$ cat config.mk
export PLATFORM = sky130hd
export DESIGN_NAME = eeprom_front
export DESIGN_NICKNAME = d
export VERILOG_FILES = /design/src/eeprom_front_pkg.sv /design/src/eeprom_front.sv
export SDC_FILE = /design/constraint.sdc
export NUM_CORES = 1
export LEC_CHECK = 0
export ABC_AREA = 1
export ABC_CLOCK_PERIOD_IN_PS = 2000
export CAP_MARGIN = 10
export CORE_MARGIN = 1
export CORE_UTILIZATION = 35
export CTS_BUF_LIST = sky130_fd_sc_hd__clkbuf_16
export CTS_CLUSTER_SIZE = 28
export DETAILED_ROUTE_END_ITERATION = 8
export DONT_BUFFER_PORTS = 1
export PLACE_DENSITY_LB_ADDON = 0.15
export SYNTH_ARGS = -nofsm -noshare
export SYNTH_HDL_FRONTEND = slang
export SYNTH_SLANG_ARGS = --single-unit
$ cat constraint.sdc
create_clock -name core_clk -period 2 [get_ports core_clk]
set_clock_uncertainty 0.1 [all_clocks]
set_input_delay 0.3 -clock core_clk [delete_from_list [all_inputs] [get_ports core_clk]]
set_output_delay 0.3 -clock core_clk [all_outputs]
set_load 0.05 [all_outputs]
$ cat src/eeprom_front_pkg.sv
`default_nettype none
package eeprom_front_pkg;
  // Geometry
  localparam int PAGE_COUNT = 128;
  localparam int PAGE_BYTES = 16;
  localparam int ADDR_BITS  = 11;
  localparam int BYTE_BITS  = 8;
  localparam int BITS_PER_XFER = 9;
  // Device address byte fields
  localparam int DEV_TYPE_HI = 7;
  localparam int DEV_TYPE_LO = 4;
  localparam int DEV_A10_POS = 3;
  localparam int DEV_A8_POS  = 1;
  localparam int DEV_RW_POS  = 0;
  // Type identifier default (arbitrary value)
  localparam logic [3:0] DEV_TYPE_DEFAULT = 4'h5;
  // Reset values
  localparam logic [3:0]  BIT_CNT_RESET = 4'h0;
  localparam logic [10:0] ADDR_RESET    = 11'h000;

  typedef enum logic [2:0] {
    ST_STANDBY  = 3'b000,
    ST_DEV_ADDR = 3'b001,
    ST_WORD_ADR = 3'b010,
    ST_RX_DATA  = 3'b011,
    ST_TX_DATA  = 3'b100,
    ST_IGNORE   = 3'b101
  } fe_state_t;

  // Decoded address results
  typedef struct packed {
    logic        valid;
    logic        read;
    logic [10:0] addr;
  } addr_info_t;

  // Received data byte event
  typedef struct packed {
    logic       valid;
    logic [7:0] data;
  } rx_byte_t;
endpackage
`default_nettype wire

$ cat src/eeprom_front.sv
`timescale 1ns/1ps
`default_nettype none
////////////////////////////////////////////////////////////////////////
module eeprom_front
  import eeprom_front_pkg::*;
#(
  parameter logic [3:0] DEV_TYPE = DEV_TYPE_DEFAULT
) (
  // Clock and reset
  input  wire logic        core_clk,
  input  wire logic        sys_rst,
  // Bus pins
  input  wire logic        scl_in,
  input  wire logic        sda_in,
  output logic             sda_out,
  output logic             sda_oe,
  // Internal write cycle status
  input  wire logic        write_busy,
  // Data to transmit on reads
  input  wire logic [7:0]  tx_data,
  // Decoded results
  output addr_info_t       addr_info,
  output rx_byte_t         rx_byte,
  output logic             tx_load,
  output logic             stop_seen,
  output logic             standby
);

  // Elaboration checks
  if (PAGE_COUNT * PAGE_BYTES != (1 << ADDR_BITS)) begin : g_bad_geometry
    $error("array geometry does not match address width");
  end
  if (BITS_PER_XFER != BYTE_BITS + 1) begin : g_bad_slot
    $error("slot count must be one byte plus acknowledge");
  end
  if (DEV_TYPE_HI - DEV_TYPE_LO != 3) begin : g_bad_type_field
    $error("type field must be four bits wide");
  end
  if (DEV_A10_POS - DEV_A8_POS != ADDR_BITS - BYTE_BITS - 1) begin : g_bad_high_field
    $error("high address field width mismatch");
  end

  ////////////////////////////////////////////////////////////////////////
  // Helpers
  // True when the slot counter sits at the given slot
  function automatic logic at_slot(input logic [3:0] cnt, input int slot);
    return cnt == 4'(slot);
  endfunction

  // Open-drain pull request for one outgoing bit
  function automatic logic pull_for(input logic bit_val);
    return !bit_val;
  endfunction

  // States in which the block receives bytes and acknowledges them
  function automatic logic is_rx_state(input fe_state_t st);
    return (st == ST_DEV_ADDR) || (st == ST_WORD_ADR) || (st == ST_RX_DATA);
  endfunction

  ////////////////////////////////////////////////////////////////////////
  // Synchronisers and edge detect
  // Second stage only feeds the logic
  logic [1:0] scl_sync_q;
  logic [1:0] sda_sync_q;
  logic       scl_prev_q;
  logic       sda_prev_q;

  always_ff @(posedge core_clk) begin
    if (sys_rst) begin
      scl_sync_q <= 2'h3;
      sda_sync_q <= 2'h3;
      scl_prev_q <= 1'b1;
      sda_prev_q <= 1'b1;
    end else begin
      scl_sync_q <= {scl_sync_q[0], scl_in};
      sda_sync_q <= {sda_sync_q[0], sda_in};
      scl_prev_q <= scl_sync_q[1];
      sda_prev_q <= sda_sync_q[1];
    end
  end

  logic scl_s;
  logic sda_s;
  logic scl_rise;
  logic scl_fall;
  logic start_ev;
  logic stop_ev;

  always_comb begin
    scl_s    = scl_sync_q[1];
    sda_s    = sda_sync_q[1];
    scl_rise = scl_s & ~scl_prev_q;
    scl_fall = ~scl_s & scl_prev_q;
    start_ev = scl_s & scl_prev_q & sda_prev_q & ~sda_s;
    stop_ev  = scl_s & scl_prev_q & ~sda_prev_q & sda_s;
  end

  ////////////////////////////////////////////////////////////////////////
  // Byte framing
  fe_state_t  state_q;
  logic [3:0] bit_cnt_q;
  logic [7:0] shift_q;
  logic [7:0] tx_shift_q;
  logic       ack_slot;
  logic       last_bit;
  logic       rx_done;
  logic       first_fall_q;

  always_comb begin
    ack_slot = at_slot(bit_cnt_q, BYTE_BITS);
    last_bit = at_slot(bit_cnt_q, BYTE_BITS - 1);
    rx_done  = scl_rise && last_bit;
  end

  // The clock fall that closes a Start carries no bit
  always_ff @(posedge core_clk) begin
    if (sys_rst || stop_ev) begin
      first_fall_q <= 1'b0;
    end else if (start_ev) begin
      first_fall_q <= 1'b1;
    end else if (scl_fall) begin
      first_fall_q <= 1'b0;
    end
  end

  // Bit counter: 0..7 data, 8 acknowledge slot
  always_ff @(posedge core_clk) begin
    if (sys_rst || start_ev || stop_ev) begin
      bit_cnt_q <= BIT_CNT_RESET;
    end else if (scl_fall && state_q != ST_STANDBY && !first_fall_q) begin
      if (at_slot(bit_cnt_q, BITS_PER_XFER - 1)) begin
        bit_cnt_q <= BIT_CNT_RESET;
      end else if (scl_prev_q) begin
        bit_cnt_q <= bit_cnt_q + 4'h1;
      end
    end
  end

  // Input shift, MSb first
  always_ff @(posedge core_clk) begin
    if (sys_rst) begin
      shift_q <= 8'h00;
    end else if (scl_rise && !ack_slot) begin
      shift_q <= {shift_q[6:0], sda_s};
    end
  end

  logic [7:0] rx_full;
  always_comb begin
    rx_full = {shift_q[6:0], sda_s};
  end

  ////////////////////////////////////////////////////////////////////////
  // Protocol state
  logic dev_match;
  always_comb begin
    dev_match = (rx_full[DEV_TYPE_HI:DEV_TYPE_LO] == DEV_TYPE) && !write_busy;
  end

  logic nack_q;
  // Start and Stop override the byte framing
  always_ff @(posedge core_clk) begin
    if (sys_rst) begin
      state_q <= ST_STANDBY;
    end else if (stop_ev) begin
      state_q <= ST_STANDBY;
    end else if (start_ev) begin
      state_q <= write_busy ? ST_STANDBY : ST_DEV_ADDR;
    end else if (scl_fall && ack_slot) begin
      case (state_q)
        ST_DEV_ADDR: begin
          if (nack_q) begin
            state_q <= ST_IGNORE;
          end else if (addr_info.read) begin
            state_q <= ST_TX_DATA;
          end else begin
            state_q <= ST_WORD_ADR;
          end
        end
        ST_WORD_ADR: state_q <= ST_RX_DATA;
        ST_RX_DATA:  state_q <= ST_RX_DATA;
        ST_TX_DATA:  state_q <= nack_q ? ST_IGNORE : ST_TX_DATA;
        default:     state_q <= state_q;
      endcase
    end
  end

  // Acknowledge result, taken on the eighth rise for the device byte and on the ninth rise in reads
  always_ff @(posedge core_clk) begin
    if (sys_rst) begin
      nack_q <= 1'b0;
    end else if (rx_done && state_q == ST_DEV_ADDR) begin
      nack_q <= !dev_match;
    end else if (scl_rise && ack_slot && state_q == ST_TX_DATA) begin
      nack_q <= sda_s;
    end
  end

  ////////////////////////////////////////////////////////////////////////
  // Address decode and data events
  always_ff @(posedge core_clk) begin
    if (sys_rst) begin
      addr_info <= '{valid: 1'b0, read: 1'b0, addr: ADDR_RESET};
    end else begin
      addr_info.valid <= 1'b0;
      if (rx_done && state_q == ST_DEV_ADDR && dev_match) begin
        addr_info.read  <= rx_full[DEV_RW_POS];
        addr_info.addr[ADDR_BITS-1:BYTE_BITS] <= rx_full[DEV_A10_POS:DEV_A8_POS];
        addr_info.valid <= rx_full[DEV_RW_POS];
      end
      if (rx_done && state_q == ST_WORD_ADR) begin
        addr_info.addr[BYTE_BITS-1:0] <= rx_full;
        addr_info.valid <= 1'b1;
      end
    end
  end

  // Received data byte events
  always_ff @(posedge core_clk) begin
    if (sys_rst) begin
      rx_byte <= '{valid: 1'b0, data: 8'h00};
    end else begin
      rx_byte.valid <= 1'b0;
      if (rx_done && state_q == ST_RX_DATA) begin
        rx_byte <= '{valid: 1'b1, data: rx_full};
      end
    end
  end

  ////////////////////////////////////////////////////////////////////////
  // Data line driver, changes only after clock falls or on Start and Stop
  logic load_pending;
  // Reload at the acknowledge fall unless the device byte was refused or the master refused
  always_comb begin
    load_pending = scl_fall && ack_slot && !nack_q &&
                   ((state_q == ST_DEV_ADDR && addr_info.read) || state_q == ST_TX_DATA);
  end

  always_ff @(posedge core_clk) begin
    if (sys_rst) begin
      tx_shift_q <= 8'hFF;
    end else begin
      if (load_pending) begin
        tx_shift_q <= tx_data;
      end else if (scl_fall && state_q == ST_TX_DATA && !ack_slot) begin
        tx_shift_q <= {tx_shift_q[6:0], 1'b1};
      end
    end
  end

  // Load strobe for the byte source
  always_ff @(posedge core_clk) begin
    if (sys_rst) begin
      tx_load <= 1'b0;
    end else begin
      tx_load <= load_pending;
    end
  end

  logic drive_low_d;
  always_comb begin
    drive_low_d = 1'b0;
    if (load_pending) begin
      // First bit of a read byte goes out on the acknowledge fall
      drive_low_d = pull_for(tx_data[7]);
    end else if (is_rx_state(state_q)) begin
      // Pull low for the acknowledge slot that this fall opens
      drive_low_d = last_bit && !(state_q == ST_DEV_ADDR && nack_q);
    end else if (state_q == ST_TX_DATA && !ack_slot && !last_bit) begin
      // Next bit after the shift that this fall performs
      drive_low_d = pull_for(tx_shift_q[6]);
    end else begin
      drive_low_d = 1'b0;
    end
  end

  // Output updated only on a clock fall or bus condition
  always_ff @(posedge core_clk) begin
    if (sys_rst || start_ev || stop_ev) begin
      sda_oe <= 1'b0;
    end else if (scl_fall) begin
      sda_oe <= drive_low_d;
    end
  end

  // Data line is never driven high
  always_ff @(posedge core_clk) begin
    if (sys_rst) begin
      sda_out <= 1'b0;
    end else begin
      sda_out <= 1'b0;
    end
  end

  // Stop pulse
  always_ff @(posedge core_clk) begin
    if (sys_rst) begin
      stop_seen <= 1'b0;
    end else begin
      stop_seen <= stop_ev;
    end
  end

  // Standby flag
  always_ff @(posedge core_clk) begin
    if (sys_rst) begin
      standby <= 1'b1;
    end else begin
      standby <= (state_q == ST_STANDBY);
    end
  end

endmodule // eeprom_front
`default_nettype wire

== After elaboration in Yosys (flattened, before gate mapping) ==
Index checks and enable logic that the tools add are counted.

* Flip-flop bits (word level): 55
* Input port bits: 13
* ROM bits: 0
* Bits in latches: 0
* Logic and storage cells: 108
* Bits in writable memories: 0
* Memories: 0

* Reduce and logical (&&, ||, !) cells: 48
* Magnitude comparators: 0
* Equality and inequality tests: 7
* Add/subtract/negate cells: 1
* Bitwise logic cells: 11
* Multiplexer cells: 21
* Multiply operators: 0
* Div/mod/pow operators: 0
* Shifts and indexed selects: 0

{| class="wikitable"
|+ Operator list
! kind !! number
|-
| $logic_and 1x1->1 || 21
|-
| $mux 7 || 2
|-
| $mux 3 || 4
|-
| $mux 1 || 10
|-
| $reduce_bool 2->1 || 5
|-
| $logic_not 1->1 || 9
|-
| $mux 9 || 1
|-
| $pmux 3 s3 || 1
|-
| $eq 4x3->1 const B || 2
|-
| $mux 4 || 2
|-
| $and 1x1->1 || 7
|-
| $eq 3x2->1 const B || 2
|-
| $logic_or 1x1->1 || 6
|-
| $mux 5 || 1
|-
| $add 4x1->4 const B || 1
|-
| $eq 4x4->1 const B || 1
|-
| $not 1->1 || 4
|-
| $reduce_and 2->1 || 2
|-
| $reduce_bool 4->1 || 1
|-
| $reduce_or 2->1 || 2
|-
| $eq 3x1->1 const B || 1
|-
| $eq 3x3->1 const B || 1
|-
| $logic_not 3->1 || 1
|-
| $reduce_bool 3->1 || 1
|}

== Longest topological paths before layout ==
* Depth in word-level cells: 7
* Gate-level depth with buffers: 11

== Least setup slack after synthesis ==
OpenSTA, ideal clock, no wires.

* Kind: reg-to-reg
* Start: register addr_info[11] (netlist name)
* End: register tx_shift_q[0]
* Stages on the path, launching flop included: 6
* Arrival: 1325 ps
* Path buffers: 0
* Setup slack: 462 ps
* Path through: dfxtp_1 -> nand4_1 -> nand2_1 -> nand3_2 -> o21ai_1 -> inv_1

* Cells in the longest elaborated chain, start to end: 4
* Elaborated cells between the ends (all ways): 5

{| class="wikitable"
|+ RTL lines
! item !! RTL line !! text
|-
| from (decl) || eeprom_front.sv:22 || <nowiki>output addr_info_t addr_info,</nowiki>
|-
| from (signal assigned) || eeprom_front.sv:203 || <nowiki>addr_info <= '{valid: 1'b0, read: 1'b0, addr: ADDR_RESET};</nowiki>
|-
| $logic_and 1x1->1 (*) || eeprom_front.sv:236 || <nowiki>((state_q == ST_DEV_ADDR && addr_info.read) || state_q == ST_TX_DATA);</nowiki>
|-
| $logic_or 1x1->1 (*) || eeprom_front.sv:236 ||
|-
| $logic_and 1x1->1 (*) || eeprom_front.sv:235 || <nowiki>load_pending = scl_fall && ack_slot && !nack_q &&</nowiki>
|-
| $mux 7 / $reduce_bool 2->1 (equally long branches) || - ||
|-
| to (signal assigned) || eeprom_front.sv:244 || <nowiki>tx_shift_q <= tx_data;</nowiki>
|-
| to (signal assigned) || eeprom_front.sv:246 || <nowiki>tx_shift_q <= {tx_shift_q[6:0], 1'b1};</nowiki>
|-
| to (decl) || eeprom_front.sv:103 || <nowiki>logic [7:0] tx_shift_q;</nowiki>
|}

Every way passes the cells marked *; elsewhere a longest branch is shown, timed or not.
A chain may end at the register's enable or synchronous reset.

== Worst setup path after layout ==
* Start: register bit_cnt_q[0]
* End: register addr_info[1] (netlist name)

* Cells in the longest elaborated chain, start to end: 3

{| class="wikitable"
|+ RTL lines
! item !! RTL line !! text
|-
| from (decl) || eeprom_front.sv:101 || <nowiki>logic [3:0] bit_cnt_q;</nowiki>
|-
| from (signal assigned) || eeprom_front.sv:134 || <nowiki>bit_cnt_q <= bit_cnt_q + 4'h1;</nowiki>
|-
| $eq 4x3->1 || eeprom_front.sv:47 || <nowiki>return cnt == 4'(slot);</nowiki>
|-
| $logic_and 1x1->1 || eeprom_front.sv:112 || <nowiki>rx_done = scl_rise && last_bit;</nowiki>
|-
| $logic_and 1x1->1 || eeprom_front.sv:211 || <nowiki>if (rx_done && state_q == ST_WORD_ADR) begin</nowiki>
|}

No other way between the ends.

==> reports/metrics.csv <==
stage;metric;value;unit
timing;Tmin final;1.74;ns
yosys;Post-Syn Nets;320;
timing;Setup Viol. Count Final;0;
yosys;Synth area leaders;dfxtp_1 (48%), nand2_1 (8.5%), nor2_1 (8.4%), nand3_1 (6.6%), inv_1 (4.6%);
worst_setup_path;Worst Setup EP;addr_info[1]$_SDFFE_PP0P_;
yosys;synthesized area;2290;µm²
cells_and_area;multi-input combinational cell area;1020;µm²
cells_and_area;Nets;326;
global_route;GR Overflow Total;0;
die;Initial Utilization;36.1;%
worst_setup_path;slowest stage delay, CP;0.35;ns
worst_setup_path;Critical Path AT;1.87;ns
worst_setup_path;critical path peak fanout;11;
yosys;number of flops mapped to enable cells by yosys;0;
yosys;most used flip-flop cell after synthesis;dfxtp_1;
place;placed cell area;2360;µm²
die;core box area;6350;µm²
detailed_routing;First-pass DRT Iterations;4;
die;Die Wd;82.9;µm
timing;Max Slew Vio Count;0;
detailed_routing;final wirelength;4.84;mm
timing;post-route setup slack;0.259;ns
timing;final setup TNS;0;ns
timing;final hold violation count;0;
detailed_routing;Detailed Route Iter0 Violations;94;
timing;fin crit share;87.1;%
yosys;Synth area leader;dfxtp_1;
detailed_routing;ANT nets after route;0;
yosys;area share of the largest cell type after synthesis;48.1;%
min_path;hold_sp;sys_rst;
cells_and_area;FILL cells;658;
cells_and_area;fin cells;388;
worst_setup_path;Worst Path Required;2.13;ns
detailed_routing;vias per inst;4.82;
worst_setup_path;worst reg2reg path endpoint;addr_info[1]$_SDFFE_PP0P_;
worst_setup_path;crit path from;bit_cnt_q[0]$_SDFFE_PP0P_;
worst_setup_path;reg2reg setup slack;0.26;ns
timing;Worst-Margin Slew;0.530;ns
cts;clock latency on the worst-skew pair;0.29;ns
min_path;hold crit path type;in2reg;
place;hpwl dp;3.47;mm
die;Rows;29;
status;status;finished, final reports clean;
cts;clock slew at reported path FFs;0.07;ns
yosys;Yosys Warn Count;0;
global_route;initial antenna violation count;0;
cts;CTS tree;yes;
detailed_routing;drt drc;0;
global_route;largest net degree at the start of global routing;29;
die;num ports;40;
yosys;Commonest cells post-synth;dfxtp_1 (55), nand2_1 (52), nor2_1 (51);
cts;total CTS buffers;5;
cells_and_area;Storage cell area;1100;µm²
place;placer congestion estimate;0.878;
timing;Max Fclk;574;MHz
power_and_ir_drop;leak pwr;1.09;nW
yosys;Synth Instances;305;
cells_and_area;Design Area, Final;2570;µm²
place;post-placement setup slack;0.261;ns
min_path;Hold Crit Depth;1;
flow_run;max capacitance violation total;0;
cells_and_area;share of layout cells above drive strength 1;10.9;%
yosys;Yosys reg bits;55;
worst_setup_path;r2r worst-path depth;9;
power_and_ir_drop;maximum vdd drop;0.000391;V
worst_setup_path;Critical R2R Launch;bit_cnt_q[0]$_SDFFE_PP0P_;
global_route;via count of the first global-routing pass;1644;
die;DIE AREA;6870;µm²
worst_setup_path;slowest CP cell;dfxtp_1;
yosys;top-count cell post-synth;dfxtp_1;
place;IO buf count;0;
power_and_ir_drop;PD cells;854;nW/µm²
cts;root buffer cell;clkbuf_16;
worst_setup_path;WS Path Type;reg2reg;
yosys;sequential fraction of the synthesis area;48.1;%
cells_and_area;Util after Layout;40.4;%
cts;CTS sink cnt;55;
cts;H-tree depth;2;
yosys;post-synth cell types;27;
worst_setup_path;CP Launch Type;flop;
die;die height;82.9;µm
worst_setup_path;Worst setup EP type;flop;
power_and_ir_drop;Power Total;2.19;mW
worst_setup_path;CP Cell Sequence;ha_1 -> nand2_1 -> nor2_2 -> nand2_1 -> inv_2 -> nand3_2 -> inv_2 -> nor2_1 -> nor2_1;
detailed_routing;Wirelength per Cell;12.5;µm
cts;clock buffer depth;2;
cells_and_area;n_diodes;0;
timing;Rel. slew slack;64.5;%
cells_and_area;Syn-to-layout area delta;12.1;%
global_route;GRT Overall Usage;14.9;%
cts;Setup Buffers After CTS;0;
timing;unrepaired setup endpoints after global routing;false;
global_route;first-pass GRT wire length;8.16;mm
detailed_routing;via count;1869;
timing;Hold Slack;0.0111;ns
place;Post-Place Cells;377;
yosys;ys async rst share;0;%
yosys;syn avg cell area;7.51;µm²
what timing repair did:
item / in CTS / in global routing
hold buffers: 3 / 1
hold endpoints to repair: 15 / 2
resized for setup: 0 / 0
area by class of cell:
cell class / count / area share (%)
Sequential cell: 55 / 42.9
Multi-Input combinational cell: 208 / 39.6
Inverter: 35 / 5.12
Clock buffer: 5 / 4.87
Tap cell: 77 / 3.75
Timing Repair Buffer: 6 / 2.14
Clock inverter: 2 / 1.61
registers in the layout, indices dropped and copies added, names as in the netlist, 2 cells and up:
signal and flops:
sda_sync_q 2, rx_byte 9, scl_sync_q 2, shift_q 7, tx_shift_q 7, addr_info 13, bit_cnt_q 4, state_q 3
how the worst min path moves through the flow:
| stage | to |
|---|---|
| 6_report | scl_sync_q[1]$_SDFF_PP1_ |
| 5_1_grt | sda_sync_q[1]$_SDFF_PP1_ |
| 4_1_cts | sda_sync_q[0]$_SDFF_PP1_ |
| 3_5_place_dp | nack_q$_SDFFE_PP0P_ |
| 3_3_place_gp | nack_q$_SDFFE_PP0P_ |
| 2_1_floorplan | scl_sync_q[1]$_SDFF_PP1_ |
power by group:
| group | total [mW] | switching [mW] | internal (mW) |
|---|---|---|---|
| Clock | 0.994 | 0.401 | 0.593 |
| Combinational | 0.0737 | 0.0487 | 0.0249 |
| Sequential | 1.13 | 0.0178 | 1.11 |
| Total | 2.19 | 0.467 | 1.73 |
kinds of logic after synthesis:
family | after synthesis | synth area share (%)
other | 1 | 0.164
adders and majority gates | 2 | 1.09
buffers and inverters | 42 | 7.49
DFF | 55 | 48.1
and+or+nand+nor | 161 | 33.4
AOI/OAI and AO/OA | 44 | 9.73
critical path: cells and delay by family, from the launching register on:
| kind | cells | cell delay [ns] |
|---|---|---|
| buffers and inverters | 2 | 0.37 |
| and+or+nand+nor | 6 | 0.69 |
| DFF | 1 | 0.35 |
| adders and majority gates | 1 | 0.17 |
per-layer routing:
layer | global-route usage [%] | vias up | routed length, µm
met3 | 4.47 | 4 | 240
met5 | 0 | - | 0
met1 | 21.4 | 827 | 2490
li1 | - | 993 | -
met2 | 20.6 | 45 | 2060
met4 | 6.11 | 0 | 51
cells in the final DEF (no fill, tap or decap), types with 2 or more instances in the layout:
cell type and count:
ha_1 2, nor2_1 51, nand2_2 2, o21ai_0 20, a21oi_1 18, inv_2 6
nand2_4 2, o21ai_1 5, dlygate4sd3_1 4, nand4_1 8, dfxtp_1 55, or2_2 4
inv_1 28, nand2_1 52, nand3_2 5, nand3_1 30, nor2_2 3, buf_4 2
clkbuf_16 5
(Power assumes the default switching activity.)
